===== src/rtl/mtnhs_pkg.sv =====
// Shared constants of the motion axis handshake flag block
package mtnhs_pkg;
	localparam int NAXIS = 8;
	localparam int NWHEEL = 3;
	// Register byte offsets
	localparam logic [7:0] OFS_CTRL = 8'h00;
	localparam logic [7:0] OFS_READY_WORD = 8'h04;
	localparam logic [7:0] OFS_STATUS = 8'h08;
	localparam logic [7:0] OFS_START_ACC = 8'h0c;
	localparam logic [7:0] OFS_AXIS_CMD = 8'h10;
	localparam logic [7:0] OFS_FINISH = 8'h14;
	localparam logic [7:0] OFS_START_ERR = 8'h18;
	// Control register fields
	localparam int CTRL_ALT_MODE = 0;
	localparam int CTRL_SPEED_SW = 1;
	localparam int CTRL_READY_RELAY = 2;
	// Status register fields
	localparam int ST_HOST_READY = 0;
	localparam int ST_PROC_READY = 1;
	localparam int ST_TEST_MODE = 2;
	localparam int ST_SYS_ERR = 3;
	localparam int ST_EDGE_ERR = 4;
	localparam int ST_PENDING = 5;
	localparam int ST_MOTION_EN = 6;
	// Axis command register field bases
	localparam int CMD_GAIN = 0;
	localparam int CMD_GAIN_ALT = 8;
	localparam int CMD_PID = 16;
	localparam int CMD_LOOP = 24;
	// Finish register field bases
	localparam int FIN_WAIT = 0;
	localparam int FIN_CODE = 8;
	// Reset values
	localparam logic [31:0] RST_CTRL = 32'h0000_0000;
	localparam logic [15:0] RST_READY_WORD = 16'h0000;
	localparam logic [31:0] RST_AXIS_CMD = 32'h0000_0000;
	localparam logic [7:0] RST_FINISH = 8'h00;
	// Gain selection codes sent to the amplifier
	localparam logic [1:0] GAIN_BASE = 2'h0;
	localparam logic [1:0] GAIN_PRIMARY = 2'h1;
	localparam logic [1:0] GAIN_ALT = 2'h2;
	// AHB encodings
	localparam logic [1:0] HTRANS_NONSEQ = 2'h2;
	localparam logic HRESP_OKAY = 1'b0;
endpackage


===== src/rtl/mtnhs_axis.sv =====
// Per-axis servo option and start-accepted flag logic
`timescale 1ns/100ps
module mtnhs_axis (
	input wire logic core_clk,
	input wire logic rst_n,
	input wire logic gain_change_cmd,
	input wire logic gain_change_alt_cmd,
	input wire logic pid_select_cmd,
	input wire logic closed_loop_select_cmd,
	input wire logic amp_started,
	input wire logic amp_closed_capable,
	input wire logic amp_link_ok,
	input wire logic amp_ctrl_power,
	input wire logic finish_wait,
	input wire logic finish_ack_in,
	input wire logic code_request,
	input wire logic motion_enable,
	input wire logic start_allowed,
	input wire logic start_req,
	input wire logic pos_complete,
	input wire logic stop_midway,
	input wire logic speed_zero_stop,
	input wire logic jog_fwd_cmd,
	input wire logic jog_rev_cmd,
	input wire logic axis_stopped,
	input wire logic handwheel_on,
	input wire logic position_change_instr,
	input wire logic force_set,
	output logic [1:0] amp_gain_sel,
	output logic amp_pid,
	output logic amp_closed_loop,
	output logic code_output_flag,
	output logic start_accepted_flag,
	output logic start_accept_err
);
	logic prog_busy;
	logic jog_busy;
	logic forced;
	logic start_ok;
	logic loop_prev;

	// Gain and PI/PID follow the commands each cycle
	always_ff @(posedge core_clk)
	begin
		if (!rst_n)
		begin
			amp_gain_sel <= mtnhs_pkg::GAIN_BASE;
			amp_pid <= 1'b0;
		end
		else
		begin
			if (gain_change_alt_cmd)
				amp_gain_sel <= mtnhs_pkg::GAIN_ALT; // RULE1
			else if (gain_change_cmd)
				amp_gain_sel <= mtnhs_pkg::GAIN_PRIMARY;
			else
				amp_gain_sel <= mtnhs_pkg::GAIN_BASE;
			amp_pid <= pid_select_cmd; // RULE2
		end
	end

	// Loop select acts on command edges; link or power loss wins
	always_ff @(posedge core_clk)
	begin
		loop_prev <= rst_n && closed_loop_select_cmd;
		if (!rst_n)
			amp_closed_loop <= 1'b0; // RULE5
		else if (!amp_link_ok || !amp_ctrl_power)
			amp_closed_loop <= 1'b0; // RULE5
		else if (amp_started && amp_closed_capable && closed_loop_select_cmd != loop_prev) // RULE4
			amp_closed_loop <= closed_loop_select_cmd; // RULE3
	end

	// Code output only exists under finish-wait acceleration
	always_ff @(posedge core_clk)
	begin
		if (!rst_n || !finish_wait)
			code_output_flag <= 1'b0; // RULE6
		else if (code_request)
			code_output_flag <= 1'b1; // RULE6
		else if (finish_ack_in)
			code_output_flag <= 1'b0; // RULE6
	end

	assign start_ok = start_req && start_allowed && !forced;

	// Program start and jog each own a share of the flag
	always_ff @(posedge core_clk)
	begin
		if (!rst_n)
		begin
			prog_busy <= 1'b0;
			jog_busy <= 1'b0;
		end
		else
		begin
			if (start_ok)
				prog_busy <= 1'b1; // RULE15
			else if (pos_complete || (stop_midway && !speed_zero_stop))
				prog_busy <= 1'b0; // RULE15 RULE16
			if ((jog_fwd_cmd || jog_rev_cmd) && motion_enable)
				jog_busy <= 1'b1; // RULE17
			else if (!jog_fwd_cmd && !jog_rev_cmd && axis_stopped)
				jog_busy <= 1'b0; // RULE17
		end
	end

	// A flag forced on while idle poisons the next start
	always_ff @(posedge core_clk)
	begin
		if (!rst_n)
		begin
			forced <= 1'b0;
			start_accept_err <= 1'b0;
		end
		else
		begin
			if (start_req && forced)
			begin
				forced <= 1'b0;
				start_accept_err <= 1'b1; // RULE20
			end
			else if (force_set && !start_accepted_flag)
				forced <= 1'b1;
		end
	end

	// Handwheel and position change hold the flag level-wise
	always_ff @(posedge core_clk)
	begin
		if (!rst_n)
			start_accepted_flag <= 1'b0;
		else
			start_accepted_flag <= (start_ok || prog_busy || jog_busy || forced
				|| handwheel_on || position_change_instr); // RULE18 RULE19
	end
endmodule


===== src/rtl/mtnhs_top.sv =====
// Host ready handshake, common flags and AHB-Lite register slave
// How it works
// RULE1 - Secondary gain change wins when both gain commands are asserted.
// RULE2 - PID control while PI/PID select asserted, PI control otherwise.
// RULE3 - Capable amplifier: fully closed loop when selected, else semi closed.
// RULE4 - Loop-select changes are ignored until the amplifier has started.
// RULE5 - Reset, link break or amplifier power loss forces semi closed loop.
// RULE6 - Finish acknowledge and code output work only under finish-wait acceleration.
// RULE7 - No positioning, homing, jog or handwheel without host ready or in test.
// RULE8 - Tool parameter writes accepted only while host ready is off.
// RULE9 - Host ready rise clears codes, sets ready-complete, starts auto program.
// RULE10 - Host ready rise with a moving axis flags error, skips processing.
// RULE11 - Host ready rise in test mode defers processing until test ends.
// RULE12 - Host ready fall clears ready-complete, stops axes, halts program, outputs off.
// RULE13 - Default option: ready follows run/stop switch and power-up in run.
// RULE14 - Alternative: in run, ready follows edges of ready word bit or relay.
// RULE15 - Start flag set at program start, cleared at completion or midway stop.
// RULE16 - Start flag stays set when stopped by a speed change to zero.
// RULE17 - Start flag set during jog, cleared when jog released and axis stopped.
// RULE18 - Start flag held while the handwheel enable of the axis is on.
// RULE19 - Start flag set during a position change, cleared on its completion.
// RULE20 - Flag forced on while idle gives start-accept error at next start.
// RULE21 - Speed switch option set before start applies speed from first pass point.
// RULE22 - System setting error refuses starts until reset or power cycle.
// RULE23 - Host ready edges found by comparing with last cycle's value.
//
// Decided for this implementation: the address map and the AHB-Lite slave port.
`timescale 1ns/100ps
module mtnhs_top (
	input wire logic core_clk,
	input wire logic rst_n,
	input wire logic hsel,
	input wire logic [31:0] haddr,
	input wire logic [1:0] htrans,
	input wire logic hwrite,
	input wire logic [2:0] hsize,
	input wire logic [31:0] hwdata,
	input wire logic hready,
	output logic [31:0] hrdata,
	output logic hreadyout,
	output logic hresp,
	input wire logic run_switch,
	input wire logic test_mode_flag,
	input wire logic sys_setting_fault,
	input wire logic tool_write_req,
	input wire logic position_change_instr_done,
	input wire logic [7:0] start_req,
	input wire logic [7:0] pos_complete,
	input wire logic [7:0] stop_midway,
	input wire logic [7:0] speed_zero_stop,
	input wire logic [7:0] axis_moving,
	input wire logic [7:0] jog_fwd_cmd,
	input wire logic [7:0] jog_rev_cmd,
	input wire logic [2:0] handwheel_enable,
	input wire logic [7:0] position_change_instr,
	input wire logic [7:0] amp_started,
	input wire logic [7:0] amp_closed_capable,
	input wire logic [7:0] amp_link_ok,
	input wire logic [7:0] amp_ctrl_power,
	input wire logic [7:0] finish_ack_in,
	input wire logic [7:0] code_request,
	output logic host_ready_flag,
	output logic proc_ready_complete,
	output logic ready_edge_error,
	output logic motion_enable,
	output logic clear_code_storage,
	output logic program_start,
	output logic program_halt,
	output logic decel_stop_all,
	output logic real_output_points_off,
	output logic tool_write_ack,
	output logic tool_write_nak,
	output logic system_setting_error_flag,
	output logic speed_first_pass,
	output logic [7:0] start_accepted_flag,
	output logic [7:0] start_accept_err,
	output logic [15:0] amp_gain_sel,
	output logic [7:0] amp_pid,
	output logic [7:0] amp_closed_loop,
	output logic [7:0] code_output_flag
);
	logic [31:0] ctrl;
	logic [15:0] ready_setting_word;
	logic [31:0] axis_cmd;
	logic [7:0] finish_wait;
	logic [7:0] force_set;
	logic [7:0] dph_addr;
	logic dph_write;
	logic [31:0] next_rdata;
	logic host_prev;
	logic run_prev;
	logic word_prev;
	logic relay_prev;
	logic pending;
	logic host_rise;
	logic host_fall;
	logic do_rise;
	logic start_allowed;
	logic [7:0] hw_axis;

	// Single-cycle slave: never stalls, always OKAY
	assign hreadyout = 1'b1;
	assign hresp = mtnhs_pkg::HRESP_OKAY;

	// Capture the address phase of a valid transfer
	always_ff @(posedge core_clk)
	begin
		if (!rst_n)
		begin
			dph_addr <= 8'h00;
			dph_write <= 1'b0;
		end
		else if (hready)
		begin
			dph_write <= hsel && htrans == mtnhs_pkg::HTRANS_NONSEQ && hwrite;
			dph_addr <= haddr[7:0];
		end
	end

	// Register writes land in the data phase
	always_ff @(posedge core_clk)
	begin
		if (!rst_n)
		begin
			ctrl <= mtnhs_pkg::RST_CTRL;
			ready_setting_word <= mtnhs_pkg::RST_READY_WORD;
			axis_cmd <= mtnhs_pkg::RST_AXIS_CMD;
			finish_wait <= mtnhs_pkg::RST_FINISH;
			force_set <= 8'h00;
		end
		else
		begin
			force_set <= 8'h00;
			if (dph_write)
			begin
				case (dph_addr)
					mtnhs_pkg::OFS_CTRL: ctrl <= hwdata;
					mtnhs_pkg::OFS_READY_WORD: ready_setting_word <= hwdata[15:0];
					mtnhs_pkg::OFS_AXIS_CMD: axis_cmd <= hwdata;
					mtnhs_pkg::OFS_FINISH: finish_wait <= hwdata[7:0];
					mtnhs_pkg::OFS_START_ACC: force_set <= hwdata[7:0];
					default: ;
				endcase
			end
		end
	end

	// Read data from the address phase; unmapped reads give zero
	always_comb
	begin
		next_rdata = 32'h0000_0000;
		case (haddr[7:0])
			mtnhs_pkg::OFS_CTRL: next_rdata = ctrl;
			mtnhs_pkg::OFS_READY_WORD: next_rdata = {16'h0000, ready_setting_word};
			mtnhs_pkg::OFS_STATUS:
			begin
				next_rdata[mtnhs_pkg::ST_HOST_READY] = host_ready_flag;
				next_rdata[mtnhs_pkg::ST_PROC_READY] = proc_ready_complete;
				next_rdata[mtnhs_pkg::ST_TEST_MODE] = test_mode_flag;
				next_rdata[mtnhs_pkg::ST_SYS_ERR] = system_setting_error_flag;
				next_rdata[mtnhs_pkg::ST_EDGE_ERR] = ready_edge_error;
				next_rdata[mtnhs_pkg::ST_PENDING] = pending;
				next_rdata[mtnhs_pkg::ST_MOTION_EN] = motion_enable;
			end
			mtnhs_pkg::OFS_START_ACC: next_rdata = {24'h000000, start_accepted_flag};
			mtnhs_pkg::OFS_AXIS_CMD: next_rdata = axis_cmd;
			mtnhs_pkg::OFS_FINISH: next_rdata = {16'h0000, code_output_flag, finish_wait};
			mtnhs_pkg::OFS_START_ERR: next_rdata = {24'h000000, start_accept_err};
			default: next_rdata = 32'h0000_0000;
		endcase
	end

	always_ff @(posedge core_clk)
	begin
		if (!rst_n)
			hrdata <= 32'h0000_0000;
		else if (hready && hsel && htrans == mtnhs_pkg::HTRANS_NONSEQ && !hwrite)
			hrdata <= next_rdata;
	end

	// Previous values for edge detection of the ready sources
	always_ff @(posedge core_clk)
	begin
		if (!rst_n)
		begin
			run_prev <= 1'b0;
			word_prev <= 1'b0;
			relay_prev <= 1'b0;
			host_prev <= 1'b0;
		end
		else
		begin
			run_prev <= run_switch;
			word_prev <= ready_setting_word[0];
			relay_prev <= ctrl[mtnhs_pkg::CTRL_READY_RELAY];
			host_prev <= host_ready_flag; // RULE23
		end
	end

	// Host ready source; run_prev starts low so power-up in run counts as a rise
	always_ff @(posedge core_clk)
	begin
		if (!rst_n)
			host_ready_flag <= 1'b0;
		else if (!run_switch)
			host_ready_flag <= 1'b0; // RULE13 RULE14
		else if (!ctrl[mtnhs_pkg::CTRL_ALT_MODE])
		begin
			if (!run_prev)
				host_ready_flag <= 1'b1; // RULE13
		end
		else if ((ready_setting_word[0] && !word_prev)
			|| (ctrl[mtnhs_pkg::CTRL_READY_RELAY] && !relay_prev))
			host_ready_flag <= 1'b1; // RULE14
		else if ((!ready_setting_word[0] && word_prev)
			|| (!ctrl[mtnhs_pkg::CTRL_READY_RELAY] && relay_prev))
			host_ready_flag <= 1'b0; // RULE14
	end

	assign host_rise = host_ready_flag && !host_prev; // RULE23
	assign host_fall = !host_ready_flag && host_prev; // RULE23
	// Deferred rise runs when test mode ends with ready still on
	assign do_rise = (host_rise && !test_mode_flag && axis_moving == 8'h00)
		|| (pending && !test_mode_flag && host_ready_flag); // RULE9 RULE11

	// Rise during test mode waits; a drop of ready forgets it
	always_ff @(posedge core_clk)
	begin
		if (!rst_n)
			pending <= 1'b0;
		else if (!host_ready_flag || do_rise)
			pending <= 1'b0;
		else if (host_rise && test_mode_flag && axis_moving == 8'h00)
			pending <= 1'b1; // RULE11
	end

	// Sticky edge error; cleared only by reset
	always_ff @(posedge core_clk)
	begin
		if (!rst_n)
			ready_edge_error <= 1'b0;
		else if (host_rise && axis_moving != 8'h00)
			ready_edge_error <= 1'b1; // RULE10
	end

	// Rise and fall processing
	always_ff @(posedge core_clk)
	begin
		if (!rst_n)
		begin
			proc_ready_complete <= 1'b0;
			clear_code_storage <= 1'b0;
			program_start <= 1'b0;
			program_halt <= 1'b1;
			decel_stop_all <= 1'b0;
			real_output_points_off <= 1'b1;
		end
		else
		begin
			clear_code_storage <= do_rise; // RULE9
			program_start <= do_rise; // RULE9
			decel_stop_all <= host_fall; // RULE12
			if (do_rise)
			begin
				proc_ready_complete <= 1'b1; // RULE9
				program_halt <= 1'b0;
				real_output_points_off <= 1'b0;
			end
			else if (host_fall)
			begin
				proc_ready_complete <= 1'b0; // RULE12
				program_halt <= 1'b1; // RULE12
				real_output_points_off <= 1'b1; // RULE12
			end
		end
	end

	// Motion permission and the locked system error
	always_ff @(posedge core_clk)
	begin
		if (!rst_n)
		begin
			motion_enable <= 1'b0;
			system_setting_error_flag <= 1'b0;
		end
		else
		begin
			motion_enable <= host_ready_flag && !test_mode_flag; // RULE7
			if (sys_setting_fault)
				system_setting_error_flag <= 1'b1; // RULE22
		end
	end

	assign start_allowed = motion_enable && !system_setting_error_flag; // RULE7 RULE22

	// Tool writes of parameters are gated by host ready
	always_ff @(posedge core_clk)
	begin
		if (!rst_n)
		begin
			tool_write_ack <= 1'b0;
			tool_write_nak <= 1'b0;
		end
		else
		begin
			tool_write_ack <= tool_write_req && !host_ready_flag; // RULE8
			tool_write_nak <= tool_write_req && host_ready_flag; // RULE8
		end
	end

	// Speed switch option latched when an idle axis group starts
	always_ff @(posedge core_clk)
	begin
		if (!rst_n)
			speed_first_pass <= 1'b0;
		else if ((start_req != 8'h00) && start_accepted_flag == 8'h00)
			speed_first_pass <= ctrl[mtnhs_pkg::CTRL_SPEED_SW]; // RULE21
	end

	// Generator g steers axis g; jog and handwheel need motion permission
	assign hw_axis = {5'h00, handwheel_enable & {3{motion_enable}}}; // RULE7 RULE18

	genvar i;
	generate
		for (i = 0; i < mtnhs_pkg::NAXIS; i++)
		begin : g_axis
			mtnhs_axis u_axis (
				.core_clk(core_clk),
				.rst_n(rst_n),
				.gain_change_cmd(axis_cmd[mtnhs_pkg::CMD_GAIN + i]),
				.gain_change_alt_cmd(axis_cmd[mtnhs_pkg::CMD_GAIN_ALT + i]),
				.pid_select_cmd(axis_cmd[mtnhs_pkg::CMD_PID + i]),
				.closed_loop_select_cmd(axis_cmd[mtnhs_pkg::CMD_LOOP + i]),
				.amp_started(amp_started[i]),
				.amp_closed_capable(amp_closed_capable[i]),
				.amp_link_ok(amp_link_ok[i]),
				.amp_ctrl_power(amp_ctrl_power[i]),
				.finish_wait(finish_wait[mtnhs_pkg::FIN_WAIT + i]),
				.finish_ack_in(finish_ack_in[i]),
				.code_request(code_request[i]),
				.motion_enable(motion_enable),
				.start_allowed(start_allowed),
				.start_req(start_req[i]),
				.pos_complete(pos_complete[i]),
				.stop_midway(stop_midway[i]),
				.speed_zero_stop(speed_zero_stop[i]),
				.jog_fwd_cmd(jog_fwd_cmd[i]),
				.jog_rev_cmd(jog_rev_cmd[i]),
				.axis_stopped(!axis_moving[i]),
				.handwheel_on(hw_axis[i]),
				.position_change_instr(position_change_instr[i] && !position_change_instr_done),
				.force_set(force_set[i]),
				.amp_gain_sel(amp_gain_sel[2 * i +: 2]),
				.amp_pid(amp_pid[i]),
				.amp_closed_loop(amp_closed_loop[i]),
				.code_output_flag(code_output_flag[i]),
				.start_accepted_flag(start_accepted_flag[i]),
				.start_accept_err(start_accept_err[i])
			);
		end
	endgenerate
endmodule


===== config.mk =====
export PLATFORM = sky130hd
export DESIGN_NAME = mtnhs_top
export DESIGN_NICKNAME = d
export VERILOG_FILES = /design/src/rtl/mtnhs_pkg.sv /design/src/rtl/mtnhs_axis.sv /design/src/rtl/mtnhs_top.sv
export SDC_FILE = /design/constraint.sdc
export NUM_CORES = 1
export LEC_CHECK = 0
export BUFFER_PORTS_ARGS = -buffer_cell sky130_fd_sc_hd__buf_2
export CAP_MARGIN = 20
export CORE_ASPECT_RATIO = 1.1
export CORE_MARGIN = 10
export CORE_UTILIZATION = 47
export CTS_CLUSTER_SIZE = 30
export DETAILED_ROUTE_END_ITERATION = 10
export HOLD_SLACK_MARGIN = 0.06
export PLACE_DENSITY = 0.77
export SYNTH_ARGS = -nofsm -noshare
export SYNTH_HDL_FRONTEND = slang
export SYNTH_SLANG_ARGS = --single-unit
export TNS_END_PERCENT = 50

===== constraint.sdc =====
create_clock -name core_clk -period 2.1 [get_ports core_clk]
set_clock_uncertainty 0.05 [all_clocks]
set_input_delay 0 -clock core_clk [delete_from_list [all_inputs] [get_ports core_clk]]
set_output_delay 0 -clock core_clk [all_outputs]
set_load 0.02 [all_outputs]

-- Word-level counts from Yosys, hierarchy flattened
Index checks and enable logic that the tools add are counted.
- input port bits: 194
- output and inout bits: 103
- register bits: 241
- bitwise gates (word level): 2
- equal/unequal tests: 21
- mux-type cells: 74
- reduce and logical (&&, ||, !) cells: 336
- operator list (kind ; number):
    25-bit case mux with 6 select lines ; 1
    1-bit logical AND ; 119
    1-bit logical NOT ; 83
    1-bit logical OR ; 71
    1-bit two-way mux ; 64
    2-bit nonzero test ; 25
    2-bit OR reduction ; 25
    7-bit case mux with 7 select lines ; 1
    8-bit by 5-bit == test with 1-bit output (second input constant) ; 5
    8-bit logical NOT ; 4
    8-bit by 4-bit == test with 1-bit output (second input constant) ; 3
    8-bit by 3-bit == test with 1-bit output (second input constant) ; 2
    2-bit two-way mux ; 8
    8-bit nonzero test ; 2
    2-bit AND reduction ; 6
    1-bit != test ; 8
    3-bit bitwise AND ; 1
    3-bit by 1-bit != test with 1-bit output (second input constant) ; 1
    3-bit AND reduction ; 1
    2-bit == test (second input constant) ; 1
    2-bit != test (second input constant) ; 1
    1-bit NOT ; 1

-- Depth between registers and ports, before layout
- word-level depth: 9
- mapped depth: 7
- gate-level depth less buffers: 4

-- Cells and area by module
A second synthesis with hierarchy kept.
- cells, all modules: 1020
- area, all modules: 9915.8 sq um
- modules (own cells, without submodules) (module ; cells each ; area an instance (sq um) ; times used):
    mtnhs_top ; 668 ; 6682.7 ; 1
    mtnhs_axis ; 44 ; 404.1 ; 8

-- Least setup slack after synthesis
OpenSTA, ideal clock, no wires.
- path type: reg-to-reg
- start point: register dph_addr[0]
- end point: register ctrl[24]
- cell stages (with the launch flop): 7
- buffers on the path: 2
- required time: 1.935 ns
- period minus slack after synthesis: 1.932 ns
- path slack: 0.168 ns
- arrival: 1.767 ns
- setup time: 0.115 ns
- path through: dfxtp_1 or4b_4 or4_1 buf_4 buf_6 nand3_2 o21ai_2
- word-level cells in the longest chain between the ends: 2
- ends and longest elaborated chain (what ; line ; text):
    start, declared ; mtnhs_top.sv:87 ; logic [7:0] dph_addr;
    start signal, assigned ; mtnhs_top.sv:116 ; dph_addr <= haddr[7:0];
    8-bit logical NOT ; mtnhs_top.sv:136 ; case (dph_addr)
    2-bit AND reduction (no line) ; n/a ;
    end signal, assigned ; mtnhs_top.sv:125 ; ctrl <= mtnhs_pkg::RST_CTRL;
    end signal, assigned ; mtnhs_top.sv:137 ; mtnhs_pkg::OFS_CTRL: ctrl <= hwdata;
    end, declared ; mtnhs_top.sv:82 ; logic [31:0] ctrl;
No other way between the ends.
A chain may end at the register's enable or synchronous reset.

-- Final worst setup path
- start point: register dph_addr[0]
- end point: register ctrl[21]
The elaborated chain is that of the path after synthesis.

==> impl_metrics.env <==
export IMPL_synth_area_leaders="dfxtp_1 49%, mux2i_1 5.8%, buf_4 3.4%, mux4_2 3.4%, nor2_1 3.2%"
export IMPL_totalPowerFinal_mw=10.05
export IMPL_drt_iter0_markers=687
export IMPL_p_leak_nw=6.129
export IMPL_first_global_vias=9867
export IMPL_run_status="finished clean"
export IMPL_dieWidth_um=158.0
export IMPL_postCtsSetupBuffers=0
export IMPL_dp_hpwl_um=20600
export IMPL_core_area_sq_mm=0.02058
export IMPL_first_pass_iters=5
export IMPL_grt_max_degree=97
export IMPL_rsz0062_at_grt="yes"
export IMPL_period_needed_ns=2.064
export IMPL_top_usage_layer="met2"
export IMPL_cap_viol_max_count=0
export IMPL_critPathCaptureType="register"
export IMPL_wl_per_cell_um=19.57
export IMPL_die_area_sq_mm=0.02714
export IMPL_async_flop_share_pct=0
export IMPL_drv_slew=0
export IMPL_max_freq_mhz=484.5
export IMPL_antenna_found_initial=3
export IMPL_ys_ff_latch=241
export IMPL_clock_latency_ns=0.51
export IMPL_layout_nets=1631
export IMPL_worst_path_buf_inv=1
export IMPL_synth_ff_type="dfxtp_1"
export IMPL_syn_area_sq_mm=0.009842
export IMPL_crit_start="dph_addr[0]"
export IMPL_cp_required_ns=2.44
export IMPL_synth_cell_types=51
export IMPL_synth_cells=1042
export IMPL_holdWs_ns=0.09829
export IMPL_io_pins=297
export IMPL_cp_arrival_ns=2.41
export IMPL_fin_crit_sh_pct=98.28
export IMPL_synth_top_cell_area_share_pct=49.02
export IMPL_critPathMaxStageDelay_ns=0.55
export IMPL_cp_slowest_cell="or4b_4"
export IMPL_avgSynthCellArea_sq_um=9.445
export IMPL_met1_usage_pct=27.47
export IMPL_cts_buffer_depth=3
export IMPL_grt_use_met3_pct=6.294
export IMPL_clk_pin_slew_worst_paths_ns=0.06
export IMPL_critPathLaunchType="register"
export IMPL_die_h_um=171.8
export IMPL_drive_gt1_share_pct=28.64
export IMPL_hp_class="input pin to register"
export IMPL_cp_top_family="simple AND/OR/NAND/NOR gates"
export IMPL_via_count=9306
export IMPL_cts_root_buf="clkbuf_16"
export IMPL_io_buffer_count=267
export IMPL_synth_nets=1236
export IMPL_drc_errors=0
export IMPL_max_slew_margin_pct=34.21
export IMPL_cts_max_level=1
export IMPL_cp_cell_sequence="or4b_4, or4_4, buf_12, nand3_2, o21ai_2"
export IMPL_start_util_pct=47.83
export IMPL_routed_wl_um=33570
export IMPL_cts_tree="done"
export IMPL_r2r_start="dph_addr[0]"
export IMPL_hold_violations=0
export IMPL_cts_sinks=241
export IMPL_grt_pass1_wl_um=52580
export IMPL_fp_row_count=55
export IMPL_place_ws_ns=0.09534
export IMPL_p_per_area_mw_per_mm2=724.5
export IMPL_grt_overflow_total=0
export IMPL_fin_ws_ns=0.03622
export IMPL_yosysTopAreaCell="dfxtp_1"
export IMPL_numCtsBuffers=25
export IMPL_seq_area_frac_synth_pct=49.02
export IMPL_crit_path_max_fanout=42
export IMPL_via_per_inst=5.423
export IMPL_synth_edff_count=0
export IMPL_routabilityCongestion=0.8435
export IMPL_area_growth_pct=40.90
export IMPL_crit_type="register to register"
export IMPL_detail_route_antenna_nets=0
export IMPL_vdd_ir_drop_worst_mv=0.6547
export IMPL_hold_start="haddr[3]"
export IMPL_synth_warning_count=0
export IMPL_tightestPinTransition_ns=0.9869
export IMPL_setup_viol=0
export IMPL_grt_use_met2_pct=41.33
export IMPL_grt_usage_pct=23.95
## power breakdown
| group | leakage (nW) | switching [mW] | internal [mW] |
|---|---|---|---|
| Clock | 0.426 | 1.85 | 2.69 |
| Combinational | 3.76 | 0.421 | 0.441 |
| Sequential | 1.95 | 0.0413 | 4.61 |
## path summary, 6_finish.rpt
check	end	slack, ns	cells after the start
worst max-delay path	ctrl[21]	0.04	5
worst min-delay path	dph_addr[3]	0.1	3
worst max register to register	ctrl[21]	0.04	5
worst min register to register	g_axis[5].u_axis.amp_gain_sel[0]	0.40	1
## stage by stage
stage                     instances  area, sq um  setup TNS, ns  util, %
after floorplan                1042         9842              0        -
after global placement         1483        11160              0    54.23
after detailed placement       1483        11160              0    54.23
after CTS                      1712        13840              0    67.26
after global routing           1715        13860        -0.1236    67.38
final                          1716        13870              0    67.39
## cell usage after synthesis (17+ instances only)
library cell	n
a31oi_1	18
nand3_1	58
inv_1	63
o21ai_2	32
mux2i_1	57
o2bb2ai_1	28
nor2_1	83
nand3_2	27
nor3b_1	17
buf_4	45
clkbuf_1	45
dfxtp_1	241
o21ai_0	41
a21oi_1	54
nand2_1	81
## sequential cells by signal, indices dropped and copies added (netlist names), 8 cells and up
signal	cells
ready_setting_word	16
force_set	8
finish_wait	8
g_axis.u_axis.amp_closed_loop	8
g_axis.u_axis.amp_gain_sel	16
g_axis.u_axis.loop_prev	8
g_axis.u_axis.amp_pid	8
axis_cmd	32
hrdata	32
ctrl	32
g_axis.u_axis.start_accept_err	8
g_axis.u_axis.prog_busy	8
g_axis.u_axis.code_output_flag	8
g_axis.u_axis.forced	8
g_axis.u_axis.jog_busy	8
g_axis.u_axis.start_accepted_flag	8
dph_addr	8
## area by class of cell
class | count | area, sq um
sequential | 241 | 4825
inverter | 64 | 240.2
clock buffer | 35 | 733.2
multi-input combinational | 633 | 4208
timing repair buffer | 472 | 3415
antenna | 4 | 10.01
fill | 1501 | 6709
tap | 256 | 320.3
clock inverter | 11 | 116.4
## layout by cell type, fill, tap and decap left out, drive strengths merged, types with 2 or more instances in the layout
master	instances
a2111oi	4
a211oi	2
a21oi	54
a221oi	3
a31oi	18
and2	11
and3	2
and3b	2
buf	289
bufinv	2
clkbuf	35
clkinv	8
conb	2
dfxtp	241
diode	4
dlygate4sd3	183
inv	65
mux2i	57
mux4	15
nand2	81
nand2b	11
nand3	85
nand3b	7
nand4	5
nand4b	3
nor2	83
nor2b	9
nor3	15
nor3b	17
nor4	8
nor4b	4
o211ai	6
o21ai	78
o2bb2ai	28
o31ai	8
or3	2
or4	3
## what timing repair did
item / 4_1_cts / 5_1_grt
hold endpoints to repair: 221 / 0
endpoints found under the setup margin: 0 / 11
hold buffers: 183 / 0
resized for setup: 0 / 4
## worst reg2reg max path, delay by kind of cell, from the launching register on
family          cells  cell delay [ns]
compound gates      1             0.07
buf+inv             1             0.21
flops               1             0.34
simple gates        3             1.27
## logic make-up after synthesis
group | share of synthesized area (%)
AND/OR/NAND/NOR | 18.83
AO/OA/AOI/OAI | 14.11
other | 0.07631
buffers and inverters | 8.619
multiplexers | 9.344
flip-flops | 49.02
## layer usage
| metal | part of all wire [%] | wire length (um) |
|---|---|---|
| met1 | 39 | 13230 |
| met2 | 49 | 16490 |
| met3 | 8.2 | 2766 |
| met4 | 3.2 | 1090 |
| met5 | 0 | 0 |
Note: power is estimated with default switching activity, not from simulation.
